[src/wkc_map.vh]
`ifndef WKC_MAP_VH
`define WKC_MAP_VH

// register byte offsets
`define WKC_ADR_SELECT     8'h00
`define WKC_ADR_POLARITY   8'h04
`define WKC_ADR_CONTROL    8'h08
`define WKC_ADR_TARGET     8'h0C
`define WKC_ADR_IRQ_CLEAR  8'h10
`define WKC_ADR_CNT_CLEAR  8'h14
`define WKC_ADR_COUNT      8'h18
`define WKC_ADR_STATUS     8'h1C
`define WKC_ADR_MASK       8'h20

// widths
`define WKC_PINS           32
`define WKC_DEB_W          6
`define WKC_CNT_W          8
`define WKC_TICK_W         16

// wake_control fields
`define WKC_CTL_DEB_LSB    0
`define WKC_CTL_DEB_MSB    5
`define WKC_CTL_IRQ_EN     7

// status / mask bits
`define WKC_ST_MATCH       0
`define WKC_ST_EVENT       1
`define WKC_ST_W           2

// reset values
`define WKC_RST_DEB        6'h00
`define WKC_RST_CNT        8'h00
`define WKC_RST_TARGET     8'h01
`define WKC_RST_TICK       16'h0000

// timing: 1 ms tick at 40 MHz
`define WKC_CLK_HZ         40000000
`define WKC_TICK_US        1000
`define WKC_TICK_CYCLES    ((`WKC_CLK_HZ / 1000000) * `WKC_TICK_US)
// last tick count value, 40000 cycles minus one, at counter width
`define WKC_TICK_LAST      16'h9C3F

`endif

[src/wkc_wake_counter.v]
// What this block does
// - each input pin is enabled as an event source by its select bit, others are ignored.
// - with polarity bit 0 a rising edge on a selected pin raises key hit.
// - a detected edge loads the debounce timer, which then counts down each 1 ms tick.
// - the debounce value spans 0 to 63 ms in 1 ms steps.
// - when the timer hits zero and key hit still holds, the event count goes up by one.
// - after a counted edge the machine waits for the opposite edge before idling again.
// - when the count equals the target the count resets and, if enabled, an interrupt rises.
// - any write to the irq clear register clears the match status bit of the wake interrupt, except when a match in the same cycle sets it.
// - any write to the count clear register zeroes the event counter, except when a counted edge in the same cycle increments it.
// - the event count is readable at any time without affecting counting.
// - the interrupt output serves as the wake request from power down.
// - with every pin selected, a change on any pin can lead to the interrupt.
//
// The register addresses and register access over Wishbone are this design's own decisions.
`timescale 1ns/1ps
`default_nettype none
`include "wkc_map.vh"

module wkc_wake_counter (
    input  wire                  clk_i,   // 40 MHz clock
    input  wire                  rst_i,   // sync reset, high
    input  wire [7:0]            adr_i,   // byte address
    input  wire [31:0]           dat_i,   // write data
    output reg  [31:0]           dat_o,   // read data
    input  wire [3:0]            sel_i,   // byte selects
    input  wire                  we_i,    // write enable
    input  wire                  cyc_i,   // bus cycle
    input  wire                  stb_i,   // strobe
    output reg                   ack_o,   // acknowledge
    input  wire [`WKC_PINS-1:0]  pins_i,  // general purpose inputs
    output wire                  irq_o    // wake interrupt, level
);
    localparam [1:0] ST_IDLE   = 2'd0;
    localparam [1:0] ST_DEB    = 2'd1;
    localparam [1:0] ST_WAIT   = 2'd2;

    reg  [`WKC_PINS-1:0]  pin_event_select;
    reg  [`WKC_PINS-1:0]  pin_edge_polarity;
    reg  [`WKC_DEB_W-1:0] debounce_load_value;
    reg                   irq_enable;
    reg  [`WKC_CNT_W-1:0] event_target_count;
    reg  [`WKC_CNT_W-1:0] event_count;
    reg  [`WKC_ST_W-1:0]  status;
    reg  [`WKC_ST_W-1:0]  mask;
    reg  [`WKC_DEB_W-1:0] deb_timer;
    reg  [`WKC_TICK_W-1:0] tick_cnt;
    reg                   tick;
    reg  [1:0]            state;
    reg  [1:0]            next_state;
    reg  [31:0]           next_dat;
    wire                  key_hit;
    wire                  key_rise;
    wire                  access;
    wire                  wr;
    wire                  count_hit;
    wire                  at_target;
    wire                  irq_clear_strobe;
    wire                  count_clear_strobe;
    wire [`WKC_CNT_W-1:0] count_plus;
    wire                  hit_select;
    wire                  hit_polarity;
    wire                  hit_control;
    wire                  hit_target;
    wire                  hit_irq_clear;
    wire                  hit_cnt_clear;
    wire                  hit_status;
    wire                  hit_mask;
    wire                  status_wr;

    wkc_edge_detect u_edge (
        .clk_i      (clk_i),
        .rst_i      (rst_i),
        .pins_i     (pins_i),
        .select_i   (pin_event_select),
        .polarity_i (pin_edge_polarity),
        .active_o   (key_hit),
        .rise_o     (key_rise)
    );

    // bus decode, ack one cycle after strobe
    assign access = cyc_i & stb_i & ~ack_o;
    assign wr     = access & we_i;

    // one address compare per register, shared by all writers
    assign hit_select    = (adr_i == `WKC_ADR_SELECT);
    assign hit_polarity  = (adr_i == `WKC_ADR_POLARITY);
    assign hit_control   = (adr_i == `WKC_ADR_CONTROL);
    assign hit_target    = (adr_i == `WKC_ADR_TARGET);
    assign hit_irq_clear = (adr_i == `WKC_ADR_IRQ_CLEAR);
    assign hit_cnt_clear = (adr_i == `WKC_ADR_CNT_CLEAR);
    assign hit_status    = (adr_i == `WKC_ADR_STATUS);
    assign hit_mask      = (adr_i == `WKC_ADR_MASK);

    // strobes ignore the written data on purpose
    assign irq_clear_strobe   = wr & hit_irq_clear;
    assign count_clear_strobe = wr & hit_cnt_clear;
    assign status_wr          = wr & hit_status & sel_i[0];

    // 1 ms tick generator
    always @(posedge clk_i) begin
        if (rst_i) begin
            tick_cnt <= `WKC_RST_TICK;
            tick     <= 1'b0;
        end else if (tick_cnt == `WKC_TICK_LAST) begin
            tick_cnt <= `WKC_RST_TICK;
            tick     <= 1'b1;
        end else begin
            tick_cnt <= tick_cnt + 16'h0001;
            tick     <= 1'b0;
        end
    end

    // event state machine, next state
    always @* begin
        next_state = state;
        case (state)
            ST_IDLE: begin
                if (key_rise) begin
                    next_state = ST_DEB;
                end
            end
            ST_DEB: begin
                if (!key_hit) begin
                    next_state = ST_IDLE;
                end else if (deb_timer == `WKC_RST_DEB) begin
                    next_state = ST_WAIT;
                end
            end
            ST_WAIT: begin
                if (!key_hit) begin
                    next_state = ST_IDLE;
                end
            end
            default: begin
                next_state = ST_IDLE;
            end
        endcase
    end

    assign count_hit  = (state == ST_DEB) & key_hit &
                        (deb_timer == `WKC_RST_DEB);
    assign count_plus = event_count + 8'h01;
    assign at_target  = count_hit & (count_plus == event_target_count);

    // state and debounce timer
    always @(posedge clk_i) begin
        if (rst_i) begin
            state     <= ST_IDLE;
            deb_timer <= `WKC_RST_DEB;
        end else begin
            state <= next_state;
            if (state == ST_IDLE && key_rise) begin
                deb_timer <= debounce_load_value;
            end else if (state == ST_DEB && tick &&
                         deb_timer != `WKC_RST_DEB) begin
                deb_timer <= deb_timer - 6'h01;
            end
        end
    end

    // event counter
    always @(posedge clk_i) begin
        if (rst_i) begin
            event_count <= `WKC_RST_CNT;
        end else if (at_target) begin
            event_count <= `WKC_RST_CNT;
        end else if (count_hit) begin
            event_count <= count_plus;
        end else if (count_clear_strobe) begin
            event_count <= `WKC_RST_CNT;
        end
    end

    // sticky status, set wins over clear
    always @(posedge clk_i) begin
        if (rst_i) begin
            status <= {`WKC_ST_W{1'b0}};
        end else begin
            if (at_target && irq_enable) begin
                status[`WKC_ST_MATCH] <= 1'b1;
            end else if (irq_clear_strobe) begin
                status[`WKC_ST_MATCH] <= 1'b0;
            end else if (status_wr && dat_i[`WKC_ST_MATCH]) begin
                status[`WKC_ST_MATCH] <= 1'b0;
            end
            // event bit, a counted edge beats a same-cycle clear
            if (count_hit) begin
                status[`WKC_ST_EVENT] <= 1'b1;
            end else if (status_wr && dat_i[`WKC_ST_EVENT]) begin
                status[`WKC_ST_EVENT] <= 1'b0;
            end
        end
    end

    assign irq_o = |(status & mask);

    // pin_event_select, byte lanes written independently
    always @(posedge clk_i) begin
        if (rst_i) begin
            pin_event_select <= {`WKC_PINS{1'b0}};
        end else if (wr && hit_select) begin
            if (sel_i[0]) begin
                pin_event_select[7:0] <= dat_i[7:0];
            end
            if (sel_i[1]) begin
                pin_event_select[15:8] <= dat_i[15:8];
            end
            if (sel_i[2]) begin
                pin_event_select[23:16] <= dat_i[23:16];
            end
            if (sel_i[3]) begin
                pin_event_select[31:24] <= dat_i[31:24];
            end
        end
    end

    // pin_edge_polarity, byte lanes written independently
    always @(posedge clk_i) begin
        if (rst_i) begin
            pin_edge_polarity <= {`WKC_PINS{1'b0}};
        end else if (wr && hit_polarity) begin
            if (sel_i[0]) begin
                pin_edge_polarity[7:0] <= dat_i[7:0];
            end
            if (sel_i[1]) begin
                pin_edge_polarity[15:8] <= dat_i[15:8];
            end
            if (sel_i[2]) begin
                pin_edge_polarity[23:16] <= dat_i[23:16];
            end
            if (sel_i[3]) begin
                pin_edge_polarity[31:24] <= dat_i[31:24];
            end
        end
    end

    // wake_control, debounce length and interrupt enable
    always @(posedge clk_i) begin
        if (rst_i) begin
            debounce_load_value <= `WKC_RST_DEB;
            irq_enable          <= 1'b0;
        end else if (wr && hit_control && sel_i[0]) begin
            debounce_load_value <=
                dat_i[`WKC_CTL_DEB_MSB:`WKC_CTL_DEB_LSB];
            irq_enable <= dat_i[`WKC_CTL_IRQ_EN];
        end
    end

    // event_target_count, low lane only
    always @(posedge clk_i) begin
        if (rst_i) begin
            event_target_count <= `WKC_RST_TARGET;
        end else if (wr && hit_target && sel_i[0]) begin
            event_target_count <= dat_i[`WKC_CNT_W-1:0];
        end
    end

    // interrupt mask, same layout as status
    always @(posedge clk_i) begin
        if (rst_i) begin
            mask <= {`WKC_ST_W{1'b1}};
        end else if (wr && hit_mask && sel_i[0]) begin
            mask <= dat_i[`WKC_ST_W-1:0];
        end
    end

    // read mux
    always @* begin
        case (adr_i)
            `WKC_ADR_SELECT:   next_dat = pin_event_select;
            `WKC_ADR_POLARITY: next_dat = pin_edge_polarity;
            `WKC_ADR_CONTROL:  next_dat = {24'h0000_00, irq_enable, 1'b0,
                                           debounce_load_value};
            `WKC_ADR_TARGET:   next_dat = {24'h0000_00, event_target_count};
            `WKC_ADR_COUNT:    next_dat = {24'h0000_00, event_count};
            `WKC_ADR_STATUS:   next_dat = {30'h0000_0000, status};
            `WKC_ADR_MASK:     next_dat = {30'h0000_0000, mask};
            default:           next_dat = 32'h0000_0000;
        endcase
    end

    // ack and registered read data
    always @(posedge clk_i) begin
        if (rst_i) begin
            ack_o <= 1'b0;
            dat_o <= 32'h0000_0000;
        end else begin
            ack_o <= access;
            if (access && !we_i) begin
                dat_o <= next_dat;
            end
        end
    end
endmodule // wkc_wake_counter

`default_nettype wire

[src/wkc_edge_detect.v]
`timescale 1ns/1ps
`default_nettype none
`include "wkc_map.vh"

module wkc_edge_detect (
    input  wire                  clk_i,      // system clock
    input  wire                  rst_i,      // sync reset, high
    input  wire [`WKC_PINS-1:0]  pins_i,     // input pins
    input  wire [`WKC_PINS-1:0]  select_i,   // pin_event_select
    input  wire [`WKC_PINS-1:0]  polarity_i, // pin_edge_polarity
    output wire                  active_o,   // any selected pin in active level
    output wire                  rise_o      // active level began
);
    wire [`WKC_PINS-1:0] act;
    reg                  prev_act;
    genvar               g;

    // per pin active level, polarity flips the sense
    generate
        for (g = 0; g < `WKC_PINS; g = g + 1) begin : g_pin
            assign act[g] = select_i[g] & (pins_i[g] ^ polarity_i[g]);
        end
    endgenerate

    assign active_o = |act;
    assign rise_o   = active_o & ~prev_act;

    // previous sample for edge detection
    always @(posedge clk_i) begin
        if (rst_i) begin
            prev_act  <= 1'b1;
        end else begin
            prev_act  <= active_o;
        end
    end
endmodule // wkc_edge_detect

`default_nettype wire

[config.mk]
export PLATFORM = sky130hd
export DESIGN_NAME = wkc_wake_counter
export DESIGN_NICKNAME = d
export VERILOG_FILES = /design/src/wkc_wake_counter.v /design/src/wkc_edge_detect.v
export VERILOG_INCLUDE_DIRS = /design/src
export SDC_FILE = /design/constraint.sdc
export NUM_CORES = 1
export LEC_CHECK = 0
export BUFFER_PORTS_ARGS = -buffer_cell sky130_fd_sc_hd__buf_2
export CAP_MARGIN = 20
export CORE_UTILIZATION = 55
export CTS_CLUSTER_DIAMETER = 120
export DETAILED_ROUTE_END_ITERATION = 16
export GPL_TIMING_DRIVEN = 0
export PLACE_DENSITY = 0.89
export SYNTH_ARGS = -nofsm -noshare
export SYNTH_HDL_FRONTEND = slang
export SYNTH_SLANG_ARGS = --single-unit
export TNS_END_PERCENT = 10
[constraint.sdc]
create_clock -name clk_i -period 3.25 [get_ports clk_i]
set_clock_uncertainty 0.1 [all_clocks]
set_input_delay 0.1625 -clock clk_i [delete_from_list [all_inputs] [get_ports clk_i]]
set_output_delay 0.1625 -clock clk_i [all_outputs]
set_load 0.01 [all_outputs]
# [Word-level counts from Yosys, hierarchy flattened]
# Cells that the tools add are included.
[op_classes] n_addsub=3 n_eq_ne=15 n_mux=16 bitwise=78 n_reduce_logical=37
[op_table] op="case mux 32 bit (7 select lines)" n=1
[op_table] op="AND 1 bit" n=43
[op_table] op="== test 8 x 5 -> 1 bit (second input constant)" n=4
[op_table] op="OR reduction 32 bit" n=1
[op_table] op="bitwise XOR 1 bit" n=32
[op_table] op="adder 16 x 1 -> 16 bit (second input constant)" n=1
[op_table] op="== test 16 bit (second input constant)" n=1
[op_table] op="== test 8 x 4 -> 1 bit (second input constant)" n=2
[op_table] op="2-to-1 mux 8 bit" n=2
[op_table] op="AND reduction 2 bit" n=8
[op_table] op="logical AND 1 bit" n=15
[op_table] op="2-to-1 mux 6 bit" n=2
[op_table] op="adder 8 x 1 -> 8 bit (second input constant)" n=1
[op_table] op="== test 8 x 3 -> 1 bit (second input constant)" n=1
[op_table] op="== test 8 x 6 -> 1 bit (second input constant)" n=1
[op_table] op="== test 8 bit" n=1
[op_table] op="zero test 8 bit" n=1
[op_table] op="2-to-1 mux 2 bit" n=4
[op_table] op="zero test 6 bit" n=1
[op_table] op="2-to-1 mux 1 bit" n=6
[op_table] op="case mux 2 bit (3 select lines)" n=1
[op_table] op="nonzero test 2 bit" n=3
[op_table] op="nonzero test 6 bit" n=1
[op_table] op="OR reduction 2 bit" n=3
[op_table] op="11 further kinds" n=13
[totals] regBits=150 input_bits=81 output_inout_bits=34 word_cells=171

# [Logic depth before layout (Yosys ltp)]
# Gate-level depths: netlist of the first run.
[depth] depth_word=9 depth_mapped=9 ltp_nobuf=7

# [By module]
# From an unflattened synthesis of the first run, not the netlist that was laid out.
[unflattened] cells_unflattened=790 hier_area_um2=7059.3
[modules_own_cells] module="wkc_wake_counter" instances=1 cells_per_inst=733 area_each_um2=6587.6 seq_area_each_um2=2982.9
[modules_own_cells] module="wkc_edge_detect" instances=1 cells_per_inst=57 area_each_um2=471.7 seq_area_each_um2=20.0

# [Least setup slack after synthesis of the first run]
# Ideal clock, no wire load.
[synth_path] path_type="register to register" start="register event_count[0]" end="register event_count[4]" setup_time_ns=0.116 arrival_ns=1.981 required_ns=3.034 setup_slack_ns=1.053 stages_incl_launch_ff=8 path_buffers=0 period_less_slack_ns=2.197 path_cell_list="dfxtp_1 ha_1 nand3_1 or3_1 a211oi_1 o211ai_2 o2111a_1 a41o_1"
[synth_between] elab_chain_len=4 elab_cells_between_ends=5 cone_classes="1 x add/sub; 1 x eq/ne; 1 x mux; 1 x bitwise; 1 x reduce/logical"
[synth_lines] element="from (decl)" line_no="wkc_wake_counter.v:43" rtl="reg [`WKC_CNT_W-1:0] event_count;"
[synth_lines] element="from (signal assigned)" line_no="wkc_wake_counter.v:165" rtl="event_count <= `WKC_RST_CNT;"
[synth_lines] element="from (signal assigned)" line_no="wkc_wake_counter.v:167" rtl="event_count <= `WKC_RST_CNT;"
[synth_lines] element="from (signal assigned)" line_no="wkc_wake_counter.v:169" rtl="event_count <= count_plus;"
[synth_lines] element="adder 8 x 1 -> 8 bit *" line_no="wkc_wake_counter.v:143" rtl="assign count_plus = event_count + 8'h01;"
[synth_lines] element="== test 8 bit" line_no="wkc_wake_counter.v:144" rtl="assign at_target = count_hit & (count_plus == event_target_count);"
[synth_lines] element="AND 1 bit" line_no="wkc_wake_counter.v:144"
[synth_lines] element="OR reduction 2 bit (no source line)"
# Every way passes the cells marked *; elsewhere a longest branch is shown, timed or not.
# A chain may end at the register's enable or synchronous reset.

# [Worst setup path after layout of the first run]
[layout_path] start="register pin_edge_polarity[4]" end="register deb_timer[1]"
[layout_between] elab_chain_len=6 elab_cells_between_ends=7 cone_classes="1 x mux; 3 x bitwise; 3 x reduce/logical"
[layout_lines] element="from (decl)" line_no="wkc_wake_counter.v:39" rtl="reg [`WKC_PINS-1:0] pin_edge_polarity;"
[layout_lines] element="from (signal assigned)" line_no="wkc_wake_counter.v:221" rtl="pin_edge_polarity <= {`WKC_PINS{1'b0}};"
[layout_lines] element="from (signal assigned)" line_no="wkc_wake_counter.v:224" rtl="pin_edge_polarity[7:0] <= dat_i[7:0];"
[layout_lines] element="bitwise XOR 1 bit *" line_no="wkc_edge_detect.v:21" rtl="assign act[g] = select_i[g] & (pins_i[g] ^ polarity_i[g]);"
[layout_lines] element="AND 1 bit *" line_no="wkc_edge_detect.v:21"
[layout_lines] element="OR reduction 32 bit *" line_no="wkc_edge_detect.v:25" rtl="assign active_o = |act;"
[layout_lines] element="AND 1 bit *" line_no="wkc_edge_detect.v:26" rtl="assign rise_o = active_o & ~prev_act;"
[layout_lines] element="logical AND 1 bit *" line_no="wkc_wake_counter.v:153" rtl="if (state == ST_IDLE && key_rise) begin"
[layout_lines] element="2-to-1 mux 6 bit / nonzero test 2 bit (equally long branches)"
[layout_lines] element="to (signal assigned)" line_no="wkc_wake_counter.v:150" rtl="deb_timer <= `WKC_RST_DEB;"
[layout_lines] element="to (signal assigned)" line_no="wkc_wake_counter.v:154" rtl="deb_timer <= debounce_load_value;"
[layout_lines] element="to (signal assigned)" line_no="wkc_wake_counter.v:157" rtl="deb_timer <= deb_timer - 6'h01;"
[layout_lines] element="to (decl)" line_no="wkc_wake_counter.v:46" rtl="reg [`WKC_DEB_W-1:0] deb_timer;"
# Marked as above.

==> results of run 1 <==
[worst max-delay path by stage]
stage | start | end | slack [ns]
floorplan | event_count[0] | event_count[4] | 1.05
global placement | pin_edge_polarity[26] | deb_timer[1] | 0.74
detailed placement | pin_edge_polarity[26] | deb_timer[1] | 0.78
CTS | pin_edge_polarity[26] | deb_timer[1] | 0.69
global route | pin_edge_polarity[4] | deb_timer[1] | 0.47
finish | pin_edge_polarity[4] | deb_timer[1] | 0.68
[logic make-up after synthesis]
group	after synthesis	share of synthesized area [%]
adder cells (fa/ha/maj)	3	0.532
XOR/XNOR	56	6.95
buffers and inverters	60	3.76
multiplexers	90	13.1
AO/OA/AOI/OAI	145	15.1
flip-flops	150	42.5
AND/OR/NAND/NOR	258	18.0
[cells in the mapped netlist (5+ instances only)]
cell	instances	area share, %
dfxtp_1	150	43
nor2_1	143	7.6
mux2i_1	88	12
a22oi_1	50	5.3
xor2_1	43	5.3
a22o_1	30	3.7
clkbuf_1	26	1.4
a21oi_1	22	1.6
nand2_1	22	1.2
nor3_1	17	1.2
nand3_1	16	1.1
inv_1	15	0.80
o21ai_0	13	0.92
xnor2_1	13	1.6
nand4_1	12	1.1
buf_2	11	0.78
and3_1	8	0.71
buf_4	5	0.53
or3_1	5	0.44
[power by group through the flow]
stage	sequential, W	combinational (W)	clock, W
final	0.00185	0.000227	0.00214
after global routing	0.00185	0.000237	0.00223
after CTS	0.00185	0.000217	0.00215
after detailed placement	0.00189	0.000183	0
after global placement	0.00189	0.000181	0
after floorplan	0.00189	0.0000742	0
[flip-flops by register name, summed over array words and instances (netlist names), 6 cells and up]
signal / flops
debounce_load_value: 6
deb_timer: 6
event_count: 8
tick_cnt: 16
dat_o: 32
event_target_count: 8
pin_event_select: 32
pin_edge_polarity: 32
[metal layers]
metal | up-vias | track usage [%]
met5 | - | 0
met4 | 0 | 20.7
met3 | 104 | 8.59
met2 | 502 | 53.1
met1 | 3201 | 41.2
li1 | 3051 | -
[area by class of cell]
class	instances	area [um2]	area share, %
plain buffers	45	209	2.37
flip-flops and latches	150	3000	34.0
clock buffers	20	467	5.29
well taps	172	215	2.44
repair buffers	148	911	10.3
clock inverters	12	174	1.97
multi-input cells	552	3790	43.0
inverters	15	56.3	0.638
[metrics by stage]
stage / hold slack, ns / setup WS [ns] / power [W] / util [%]
2_1_floorplan: 0.188 / 1.05 / 0.00196 / -
3_3_place_gp: 0.310 / 0.739 / 0.00207 / 62.4
3_5_place_dp: 0.317 / 0.778 / 0.00207 / 62.4
4_1_cts: 0.0851 / 0.687 / 0.00422 / 70.2
5_1_grt: 0.125 / 0.470 / 0.00432 / 70.2
6_report: 0.0913 / 0.680 / 0.00422 / 70.2
[critical path, stage by stage, from the launching register on]
cell and delay (ns):
dfxtp_1 0.33, xor2_1 0.19, a22oi_1 0.29, nand4_1 0.21, nor4_1 0.63, buf_2 0.35, o221ai_1 0.16, a21oi_1 0.22
==> metrics.md, run 1 <==
| Metric | Value |
|---|---|
| Pleak | 4.06 nW |
| Status | complete, no violations |
| Switch share | 22.3% |
| Met2 wire len | just over 10,000 um |
| H-tree levels | 4 |
| Setup Total Neg Slack | 0 ns |
| GRT Util Overall | 33.6% |
| Slew @ Worst Pin | 0.824 ns |
| Avg WL per Cell | 19.7 um |
| DR pass1 iterations | 5 |
| Worst EP required | ~3.5 ns |
| Period utilization | between 70 and 80% |
| Hold buffers post-CTS | 34 |
| WL final | approximately 22,000 um |
| Die area | around 13,000 um2 |
| Max Cap Viol | 0 |
| Distinct cells, synth | between 50 and 60 |
| Cell Pwr Density | ~480 nW/um2 |
| Sequential share of the synthesized area | 42.5% |
| Crit path DAT | ~2.8 ns |
| Crit Path Max Fanout | 10 |
| Internal power | 0.00328 W |
| Via-per-instance ratio | 6.16 |
| Routed Antenna Nets | 0 |
| Dpl hpwl | between 10,000 and 15,000 um |
| Vias in the first global route | approximately 6,700 |
| Placed Area | ~8000 um2 |
| Final Setup Violations | 0 |
| Routed length on met3 | 2360 um |
| Commonest non-fill, non-tap cell in the layout | dfxtp_1 |
| Largest net degree at the start of global routing | 17 |
| Final #Nets | between 1,000 and 1,500 |
| Syn. warnings | 0 |
| Layout Area Growth over Synthesis | 25.0% |
| P_sw | between 0.0009 and 0.001 W |
| Post-cts sizing count | 0 |
| Number of fill cells | 890 |
| FP Rows | 41 |
| First-pass GRT wire length | around 34,000 um |
| Worst skew pair latency | between 0.4 and 0.5 ns |
| Main flop type after synthesis | dfxtp_1 |
| Core ar. | ~13,000 um2 |
| Commonest non-fill, non-tap cells in the layout | dfxtp_1, nor2_1, buf_2, mux2i_1, a22oi_1 |
| #FFs+latches synth | 150 |
| Clock Power Share | 50.8% |
| Critical path class | flip-flop to flip-flop |
| Reg clk slew, reported paths | 0.06 ns |
| Final hold vios | 0 |
| EDFF count, synth | 0 |
| Syn avg cell area | 9.26 um2 |
| HP Class | primary input to flip-flop |
| R2R Path End | deb_timer[1] |
| Die height | 115 um |
| Max-slew violation count | 0 |
| Post-CTS Setup Inserts | 0 |
| Clock root buffer | clkbuf_16 |
| Mapped Nets | 846 |
| Initial antenna violation count | 0 |
| Hold path endpoint | mask[1] |
| Synthesized area | 7060 um2 |
| Relative slew slack | between 40% and 50% |
| WL met1 | ~8300 um |
| Worst setup SP type | flip-flop |
| 1st-iter DRT viols | 840 |
| Unrepaired setup endpoints after global routing | no |
| Final min period | between 2 and 3 ns |
| Clk sinks | 150 |
| Initial core utilization | about 56% |
| Final instance area | between 8000 and 9000 um2 |
| CTS tree | yes |
| Hold_sp | sel_i[0] |
| R2r worst-path depth | 7 |
| Worst R2R Setup Slack | 0.68 ns |
| Number of diodes | 0 |
| Peak supply drop | approximately 0.35 mV |
| GR Overflow Total | 0 |
| Synth async-reset ratio | 0% |
| Clock buffer depth | 2 |
| Max layer used | met4 |
| Synthesized instance count | roughly 760 |
| Share of cells above drive strength 1 | between 10% and 20% |
| Horiz. Die Dim | around 120 um |
| IO Pins | 115 |
| TritonCTS buffer count | 17 |
| Residual DRC | 0 |
| GPL Wtd Cong | 0.946 |
| Sequential Power Share | 43.8% |
| IO buf count | 114 |
| R2R Path Start | pin_edge_polarity[4] |
| Crit path capture type | flip-flop |
| Layout Cells excl Fill | 1,114 |
| Hold path cells | 4 |
| F_max | 389 MHz |
| Total number of vias | between 6,000 and 7,000 |
| Combinational power share | roughly 5.4% |
| DP Cell Count | 1,048 |
Note: power is estimated with default switching activity, not from simulation.
==> inputs of run 2 (changes only) <==
--- a/config.mk
+++ b/config.mk
@@ -8,11 +8,11 @@
 export LEC_CHECK = 0
 export BUFFER_PORTS_ARGS = -buffer_cell sky130_fd_sc_hd__buf_2
 export CAP_MARGIN = 20
-export CORE_UTILIZATION = 55
+export CORE_UTILIZATION = 51
 export CTS_CLUSTER_DIAMETER = 120
 export DETAILED_ROUTE_END_ITERATION = 16
 export GPL_TIMING_DRIVEN = 0
-export PLACE_DENSITY = 0.89
+export PLACE_DENSITY = 0.87
 export SYNTH_ARGS = -nofsm -noshare
 export SYNTH_HDL_FRONTEND = slang
 export SYNTH_SLANG_ARGS = --single-unit
==> constraint.sdc (replaced) <==
create_clock -name clk_i -period 2.2 [get_ports clk_i]
set_clock_uncertainty 0.1 [all_clocks]
set_input_delay 0.11 -clock clk_i [delete_from_list [all_inputs] [get_ports clk_i]]
set_output_delay 0.11 -clock clk_i [all_outputs]
set_load 0.01 [all_outputs]
==> run 2 against run 1 <==
  * Setup slack got worse by 0.77 ns
  * Critical path depth rose by 2
  * Sequential share of layout area fell by 0.85 points
  * First-iteration DRC count rose by 12%
  * Largest cell class unchanged
  * Clock power rose by 47%
  * The flow now finishes with violations (negative setup slack)
  * Final cell count rose by 1.4%
==> metrics.md, run 2 (same netlist as run 1, synthesis figures left out) <==
| Metric | Value |
|---|---|
| Status | complete, but fails checks |
| Violated checks | negative setup slack |
| Via-per-instance ratio | 6.13 (-0.50%) |
| Slack of the critical path | -0.0876 ns (-0.767 ns) |
| Final hold vios | 0 (unchanged) |
| F_max | 437 MHz (+12%) |
| Met3 usage | 8.79% (+0.20 points) |
| Dpl hpwl | 13,900 um (-2.4%) |
| GR Overflow Total | 0 (unchanged) |
| Commonest non-fill, non-tap cell in the layout | dfxtp_1 |
| Final Util | 68.1% (-2.1 points) |
| DP Cell Count | 1,052 (+0.38%) |
| Final hold slack | 0.0581 ns (-0.0331 ns) |
| P_sw | 0.00137 W (+46%) |
| WP depth | 9 (+2) |
| Sequential Power Share | 43.8% (about the same) |
| GRT Util Overall | 30.9% (-2.8 points) |
| Final min period | 2.29 ns (-0.283 ns) |
| CTS tree | yes |
| Combinational power share | 5.5% (about the same) |
| Initial core utilization | 52.9% (-3.3 points) |
| Max Cap Viol | 0 (unchanged) |
| Largest net degree at the start of global routing | 17 (unchanged) |
| Unrepaired setup endpoints after global routing | yes |
| Busiest layer in global routing | met2 |
| Avg WL per Cell | 19.8 um (+0.19%) |
| Vias in the first global route | 6,667 (-0.30%) |
| Internal power | 0.00484 W (+48%) |
| Worst skew pair latency | 0.43 ns (about the same) |
| Die height | 120 um (+3.8%) |
| Met1 GRT Util | 38.4% (-2.8 points) |
| Final #Nets | 1,026 (+1.3%) |
| Max-slew violation count | 0 (unchanged) |
| Core ar. | 13,300 um2 (+6.2%) |
| Total number of vias | 6,922 (+0.93%) |
| Critical path class | flip-flop to flip-flop |
| Worst setup SP type | flip-flop |
| Clock Power Share | 50.7% (about the same) |
| Number of diodes | 0 (unchanged) |
| DR pass1 iterations | 7 (+2) |
| GPL Wtd Cong | 0.908 (-4.0%) |
| Routed Antenna Nets | 0 (unchanged) |
| Peak supply drop | 0.631 mV (+78%) |
| M2 GR Usage | 48.2% (-4.9 points) |
| Layout Cells excl Fill | 1,130 (+1.4%) |
| Cell mode on critical path | buf_4 |
| TritonCTS buffer count | 17 (unchanged) |
| Initial antenna violation count | 0 (unchanged) |
| Layout Area Growth over Synthesis | 28.9% |
| IO Pins | 115 (unchanged) |
| FP Rows | 42 (+2.4%) |
| Clock buffer depth | 2 (unchanged) |
| Cell Pwr Density | 683 nW/um2 (+43%) |
| Switch share | 22.1% (-0.19 points) |
| Commonest non-fill, non-tap cells in the layout | dfxtp_1, nor2_1, buf_2, mux2i_1, a22oi_1 |
| Crit path capture type | flip-flop |
| H-tree levels | 4 (unchanged) |
| Reg clk slew, reported paths | 0.06 ns (about the same) |
| WL final | 22,300 um (+1.6%) |
| Worst EP required | 2.45 ns (-1.05 ns) |
| Crit path max-delay family | simple AND/OR/NAND/NOR gates |
| CP Buf/Inv Count | 3 (+2) |
| Final Setup Violations | 14 (+14) |
| First-pass GRT wire length | 34,400 um (+2.4%) |
| IO buf count | 114 (unchanged) |
| Setup Total Neg Slack | -0.481 ns (-0.481 ns) |
| Pleak | 4.15 nW (+2.0%) |
| Crit Path Max Fanout | 3 (-7) |
| Hold path cells | 4 (unchanged) |
| 1st-iter DRT viols | 943 (+12%) |
| Share of cells above drive strength 1 | 23.5% (+3.9 points) |
| Critical Path, Cell by Cell | xor2_2, a22oi_2, nand4_1, buf_4, nor4_4, buf_4, buf_4, o21ai_0, a31oi_1 |
| Period utilization | 104% (+25 points) |
| R2r worst-path depth | 9 (+2) |
| Slowest stage cell, crit path | nor4_4 |
| Slew @ Worst Pin | 1.10 ns (+0.271 ns) |
| HP Class | primary input to flip-flop |
| Die area | 14,300 um2 (+7.7%) |
| Relative slew slack | 26.4% (-18 points) |
| Largest registers | dat_o (32), pin_edge_polarity (32), pin_event_select (32) |
| Residual DRC | 0 (unchanged) |
| Horiz. Die Dim | 120 um (+3.8%) |
| Clk sinks | 150 (unchanged) |
| Clock root buffer | clkbuf_16 |
| Crit path DAT | 2.53 ns (-0.29 ns) |
| Critical Path Max Stage Delay | 0.40 ns (-0.23 ns) |
| Tot Pwr | 0.00621 W (+47%) |
| Number of fill cells | 941 (+5.7%) |
==> run 2: changes by cell type in the layout (fill, tap and decap cells not counted), moves of 3 or more <==
cell	previous run	this run
dfxtp_2	0	3
a21oi_2	0	4
buf_2	125	122
clkinvlp_4	1	4
clkbuf_1	26	22
dfxtp_4	0	3
a22oi_2	0	5
a21oi_1	22	18
clkinv_2	4	1
buf_4	5	18
dfxtp_1	150	144
a22oi_1	50	45
==> run 2: cell type report <==
| type | count | area, um2 | share of cell area (%) |
|---|---|---|---|
| Clock inverter | 11 | 173 | 1.90 |
| Multi-Input combinational cell | 553 | 3910 | 42.9 |
| Timing Repair Buffer | 161 | 1030 | 11.3 |
| Inverter | 15 | 56.3 | 0.619 |
| Clock buffer | 20 | 467 | 5.13 |
| Tap cell | 176 | 220 | 2.42 |
| Sequential cell | 150 | 3020 | 33.2 |
| Buffer | 44 | 230 | 2.53 |
==> run 2: routing by layer <==
layer	vias up	wire, um	part of all wire (%)
met5	-	0	0
met4	0	1020	4.6
met3	115	2240	10
met2	489	10300	46
met1	3226	8790	39
li1	3092	-	-
==> run 2: power by group through the flow <==
stage / clock [W] / combinational (W) / sequential [W]
5_1_grt: 0.00329 / 0.000355 / 0.00272
6_report: 0.00315 / 0.000339 / 0.00272
3_5_place_dp: 0 / 0.000267 / 0.00279
2_1_floorplan: 0 / 0.000110 / 0.00279
3_3_place_gp: 0 / 0.000265 / 0.00279
4_1_cts: 0.00315 / 0.000321 / 0.00273
==> run 2: worst paths after layout <==
kind                         from      endpoint  slack [ns]
max reg2reg  pin_edge_polarity[9]  deb_timer[5]       -0.09
max          pin_edge_polarity[9]  deb_timer[5]       -0.09
min                      sel_i[0]       mask[0]        0.06
min reg2reg              dat_o[2]      dat_o[2]        0.35
==> run 2: per-stage QoR <==
stage	cell area [um2]	setup slack [ns]
6_report	9100	-0.0876
5_1_grt	9100	-0.128
4_1_cts	8930	0.0160
3_5_place_dp	7850	-0.291
3_3_place_gp	7850	-0.278
2_1_floorplan	7060	0.00286
==> run 2: worst reg2reg max path, cell delays in order, from the launching register on <==
cell	delay [ns]
dfxtp_4	0.36
xor2_2	0.14
a22oi_2	0.24
nand4_1	0.21
buf_4	0.20
nor4_4	0.40
buf_4	0.18
buf_4	0.09
o21ai_0	0.11
a31oi_1	0.19
==> run 2: repair_timing <==
action,4_1_cts,5_1_grt
buffers inserted,4,8
hold buffers,34,0
setup endpoints to repair,29,26
gates cloned,1,1
pin swaps,9,20
gates resized for setup,17,27
endpoints found under the hold margin,84,0
==> inputs of run 3 (changes only) <==
--- a/config.mk
+++ b/config.mk
@@ -8,11 +8,11 @@
 export LEC_CHECK = 0
 export BUFFER_PORTS_ARGS = -buffer_cell sky130_fd_sc_hd__buf_2
 export CAP_MARGIN = 20
-export CORE_UTILIZATION = 51
+export CORE_UTILIZATION = 30
 export CTS_CLUSTER_DIAMETER = 120
 export DETAILED_ROUTE_END_ITERATION = 16
 export GPL_TIMING_DRIVEN = 0
-export PLACE_DENSITY = 0.87
+export PLACE_DENSITY = 0.6
 export SYNTH_ARGS = -nofsm -noshare
 export SYNTH_HDL_FRONTEND = slang
 export SYNTH_SLANG_ARGS = --single-unit
==> run 3 against run 2 <==
  * The run still ends with negative setup slack left
  * Non-clock buffer count is the same
  * Critical path depth is 2 lower
  * Sequential share of layout area decreased by 0.64 points
  * Worst hold slack got worse by 0.0054 ns
  * First-iteration DRC count shrank 58%
  * Setup slack better by 0.065 ns
  * Via count is 8.3% lower
  * Clock power fell by 3%
  * Largest power group unchanged
  * Highest routed layer is now met5
==> metrics.md, run 3 (same netlist as run 1, synthesis figures left out) <==
| Metric | Value |
|---|---|
| Status | complete, but fails checks |
| Violated checks | negative setup slack |
| Clock root buffer | clkbuf_16 |
| Die area | 24,100 um2 (+69%) |
| Horiz. Die Dim | 155 um (+30%) |
| Final min period | 2.22 ns (-0.0645 ns) |
| Layout Cells excl Fill | 1,268 (+12%) |
| Commonest non-fill, non-tap cell in the layout | dfxtp_1 |
| Unrepaired setup endpoints after global routing | yes |
| Tot Pwr | 0.00611 W (-1.7%) |
| Final hold vios | 0 (unchanged) |
| DR pass1 iterations | 5 (-2) |
| GR Overflow Total | 0 (unchanged) |
| Clock Power Share | 49.8% (-0.9 points) |
| IO Pins | 115 (unchanged) |
| HP Class | primary input to flip-flop |
| IO buf count | 114 (unchanged) |
| Layout Area Growth over Synthesis | 31.2% |
| Dpl hpwl | 16,100 um (+16%) |
| 1st-iter DRT viols | 397 (-58%) |
| Sequential Power Share | 44.7% (+0.9 points) |
| Peak supply drop | 0.548 mV (-13%) |
| Switch share | 23.0% (+0.94 points) |
| Slowest stage cell, crit path | or4_4 |
| GRT Util Overall | 18.7% (-12 points) |
| Slack of the critical path | -0.0231 ns (+0.0645 ns) |
| Reg clk slew, reported paths | 0.06 ns (about the same) |
| Critical Path, Cell by Cell | xor2_1, a22oi_1, nand4_1, or4_4, clkbuf_16, a21oi_4, nor3_2 |
| Avg WL per Cell | 17.6 um (-11%) |
| Multi-input gate area | 3910 um2 (+0.16%) |
| Initial antenna violation count | 2 (+2) |
| Largest registers | dat_o (32), pin_edge_polarity (32), pin_event_select (32) |
| Worst EP required | 2.40 ns (-0.05 ns) |
| Largest net degree at the start of global routing | 17 (unchanged) |
| Final #Nets | 1,025 (-0.097%) |
| Combinational power share | 5.6% (about the same) |
| Relative slew slack | 29.4% (+3.0 points) |
| Core ar. | 22,800 um2 (+71%) |
| Initial core utilization | 30.9% (-22 points) |
| Clock buffer depth | 2 (unchanged) |
| Period utilization | 101% (-2.9 points) |
| Critical Path Max Stage Delay | 0.65 ns (+0.25 ns) |
| Routed Antenna Nets | 0 (unchanged) |
| GPL Wtd Cong | 0.818 (-10%) |
| Worst skew pair latency | 0.44 ns (about the same) |
| CP Buf/Inv Count | 1 (-2) |
| Cell Pwr Density | 659 nW/um2 (-3.5%) |
| Seq. cell area | 3010 um2 (-0.12%) |
| P_sw | 0.00140 W (+2.4%) |
| Number of fill cells | 2,334 (+150%) |
| Vias in the first global route | 6,166 (-7.5%) |
| Internal power | 0.00470 W (-2.9%) |
| First-pass GRT wire length | 34,500 um (+0.56%) |
| Max-slew violation count | 0 (unchanged) |
| Commonest non-fill, non-tap cells in the layout | dfxtp_1, nor2_1, buf_2, mux2i_1, a22oi_1 |
| Share of cells above drive strength 1 | 23.9% (+0.42 points) |
| WL final | 22,400 um (+0.19%) |
| Slew @ Worst Pin | 1.05 ns (-0.0443 ns) |
| Max Cap Viol | 0 (unchanged) |
| CTS tree | yes |
| Crit path capture type | flip-flop |
| FP Rows | 55 (+31%) |
| Crit Path Max Fanout | 6 (+3) |
| Via-per-instance ratio | 5.01 (-18%) |
| Pleak | 4.14 nW (-0.16%) |
| DP Cell Count | 1,189 (+13%) |
| Crit path DAT | 2.42 ns (-0.11 ns) |
| Clk sinks | 150 (unchanged) |
| H-tree levels | 4 (unchanged) |
| Final Setup Violations | 2 (-12) |
| TritonCTS buffer count | 17 (unchanged) |
| Crit path max-delay family | simple AND/OR/NAND/NOR gates |
| Residual DRC | 0 (unchanged) |
| F_max | 450 MHz (+2.9%) |
| Critical path class | flip-flop to flip-flop |
| Worst setup SP type | flip-flop |
| Die height | 155 um (+30%) |
| Total number of vias | 6,347 (-8.3%) |
-- run 3: cell types whose count changed in the layout (fill, tap and decap cells not counted), moves of 3 or more --
cell,change
clkbuf_4,+4
buf_2,-3
buf_4,-3
dfxtp_2,+3
-- run 3: path summary, 6_finish.rpt --
| kind | start | endpoint | slack, ns | cells after the start |
|---|---|---|---|---|
| setup / recovery | pin_edge_polarity[16] | deb_timer[2] | -0.02 | 7 |
| hold / removal | sel_i[0] | mask[1] | 0.05 | 4 |
| setup reg to reg | pin_edge_polarity[16] | deb_timer[2] | -0.02 | 7 |
| hold reg to reg | dat_o[4] | dat_o[4] | 0.36 | 2 |
-- run 3: power groups by stage --
| stage | Sequential [W] | Clock [W] | Combinational, W |
|---|---|---|---|
| after global routing | 0.00273 | 0.00321 | 0.000364 |
| after detailed placement | 0.00279 | 0 | 0.000280 |
| final | 0.00273 | 0.00304 | 0.000340 |
| after floorplan | 0.00279 | 0 | 0.000110 |
| after global placement | 0.00279 | 0 | 0.000281 |
| after CTS | 0.00273 | 0.00307 | 0.000332 |
-- run 3: per-stage QoR --
step	area, um2	worst slack (ns)	hold WS [ns]	utilization [%]	TNS (ns)
after global placement	8020	-0.520	0.261	35.1	-9.26
final	9260	-0.0231	0.0527	40.5	-0.0252
after floorplan	7060	0.00286	0.135	-	0
after detailed placement	8020	-0.563	0.270	35.1	-11.26
after CTS	9070	-0.00601	0.0461	39.7	-0.00613
after global routing	9260	-0.0960	0.0757	40.5	-0.938
-- run 3: layer usage --
layer / up-vias / track usage, % / part of all wire [%]
li1: 3085 / - / -
met1: 3066 / 24.9 / 48
met2: 157 / 29.3 / 45
met3: 35 / 4.71 / 4.9
met4: 4 / 6.68 / 1.9
met5: - / 0 / 0.12
-- run 3: worst min-delay path: stages --
cell	delay (ns)
buf_2	0.15
nand3_1	0.14
mux2i_1	0.09
nand2_1	0.06
-- run 3: area by class of cell --
cell class	count	area share [%]
Clock buffer	20	4.93
Multi-Input combinational cell	552	42.2
Tap cell	313	4.23
Buffer	43	2.53
Timing Repair Buffer	162	11.3
Sequential cell	150	32.5
Antenna cell	1	0.0270
Clock inverter	12	1.65
Inverter	15	0.608
-- run 3: what timing repair did --
item                                    in CTS  in global routing
pin swaps                                    4                 16
endpoints found under the hold margin       84                  4
setup buffers                                5                  7
gates cloned                                 0                  1
gates resized for setup                     18                 36
endpoints found under the setup margin      29                 48
hold buffers                                34                  1
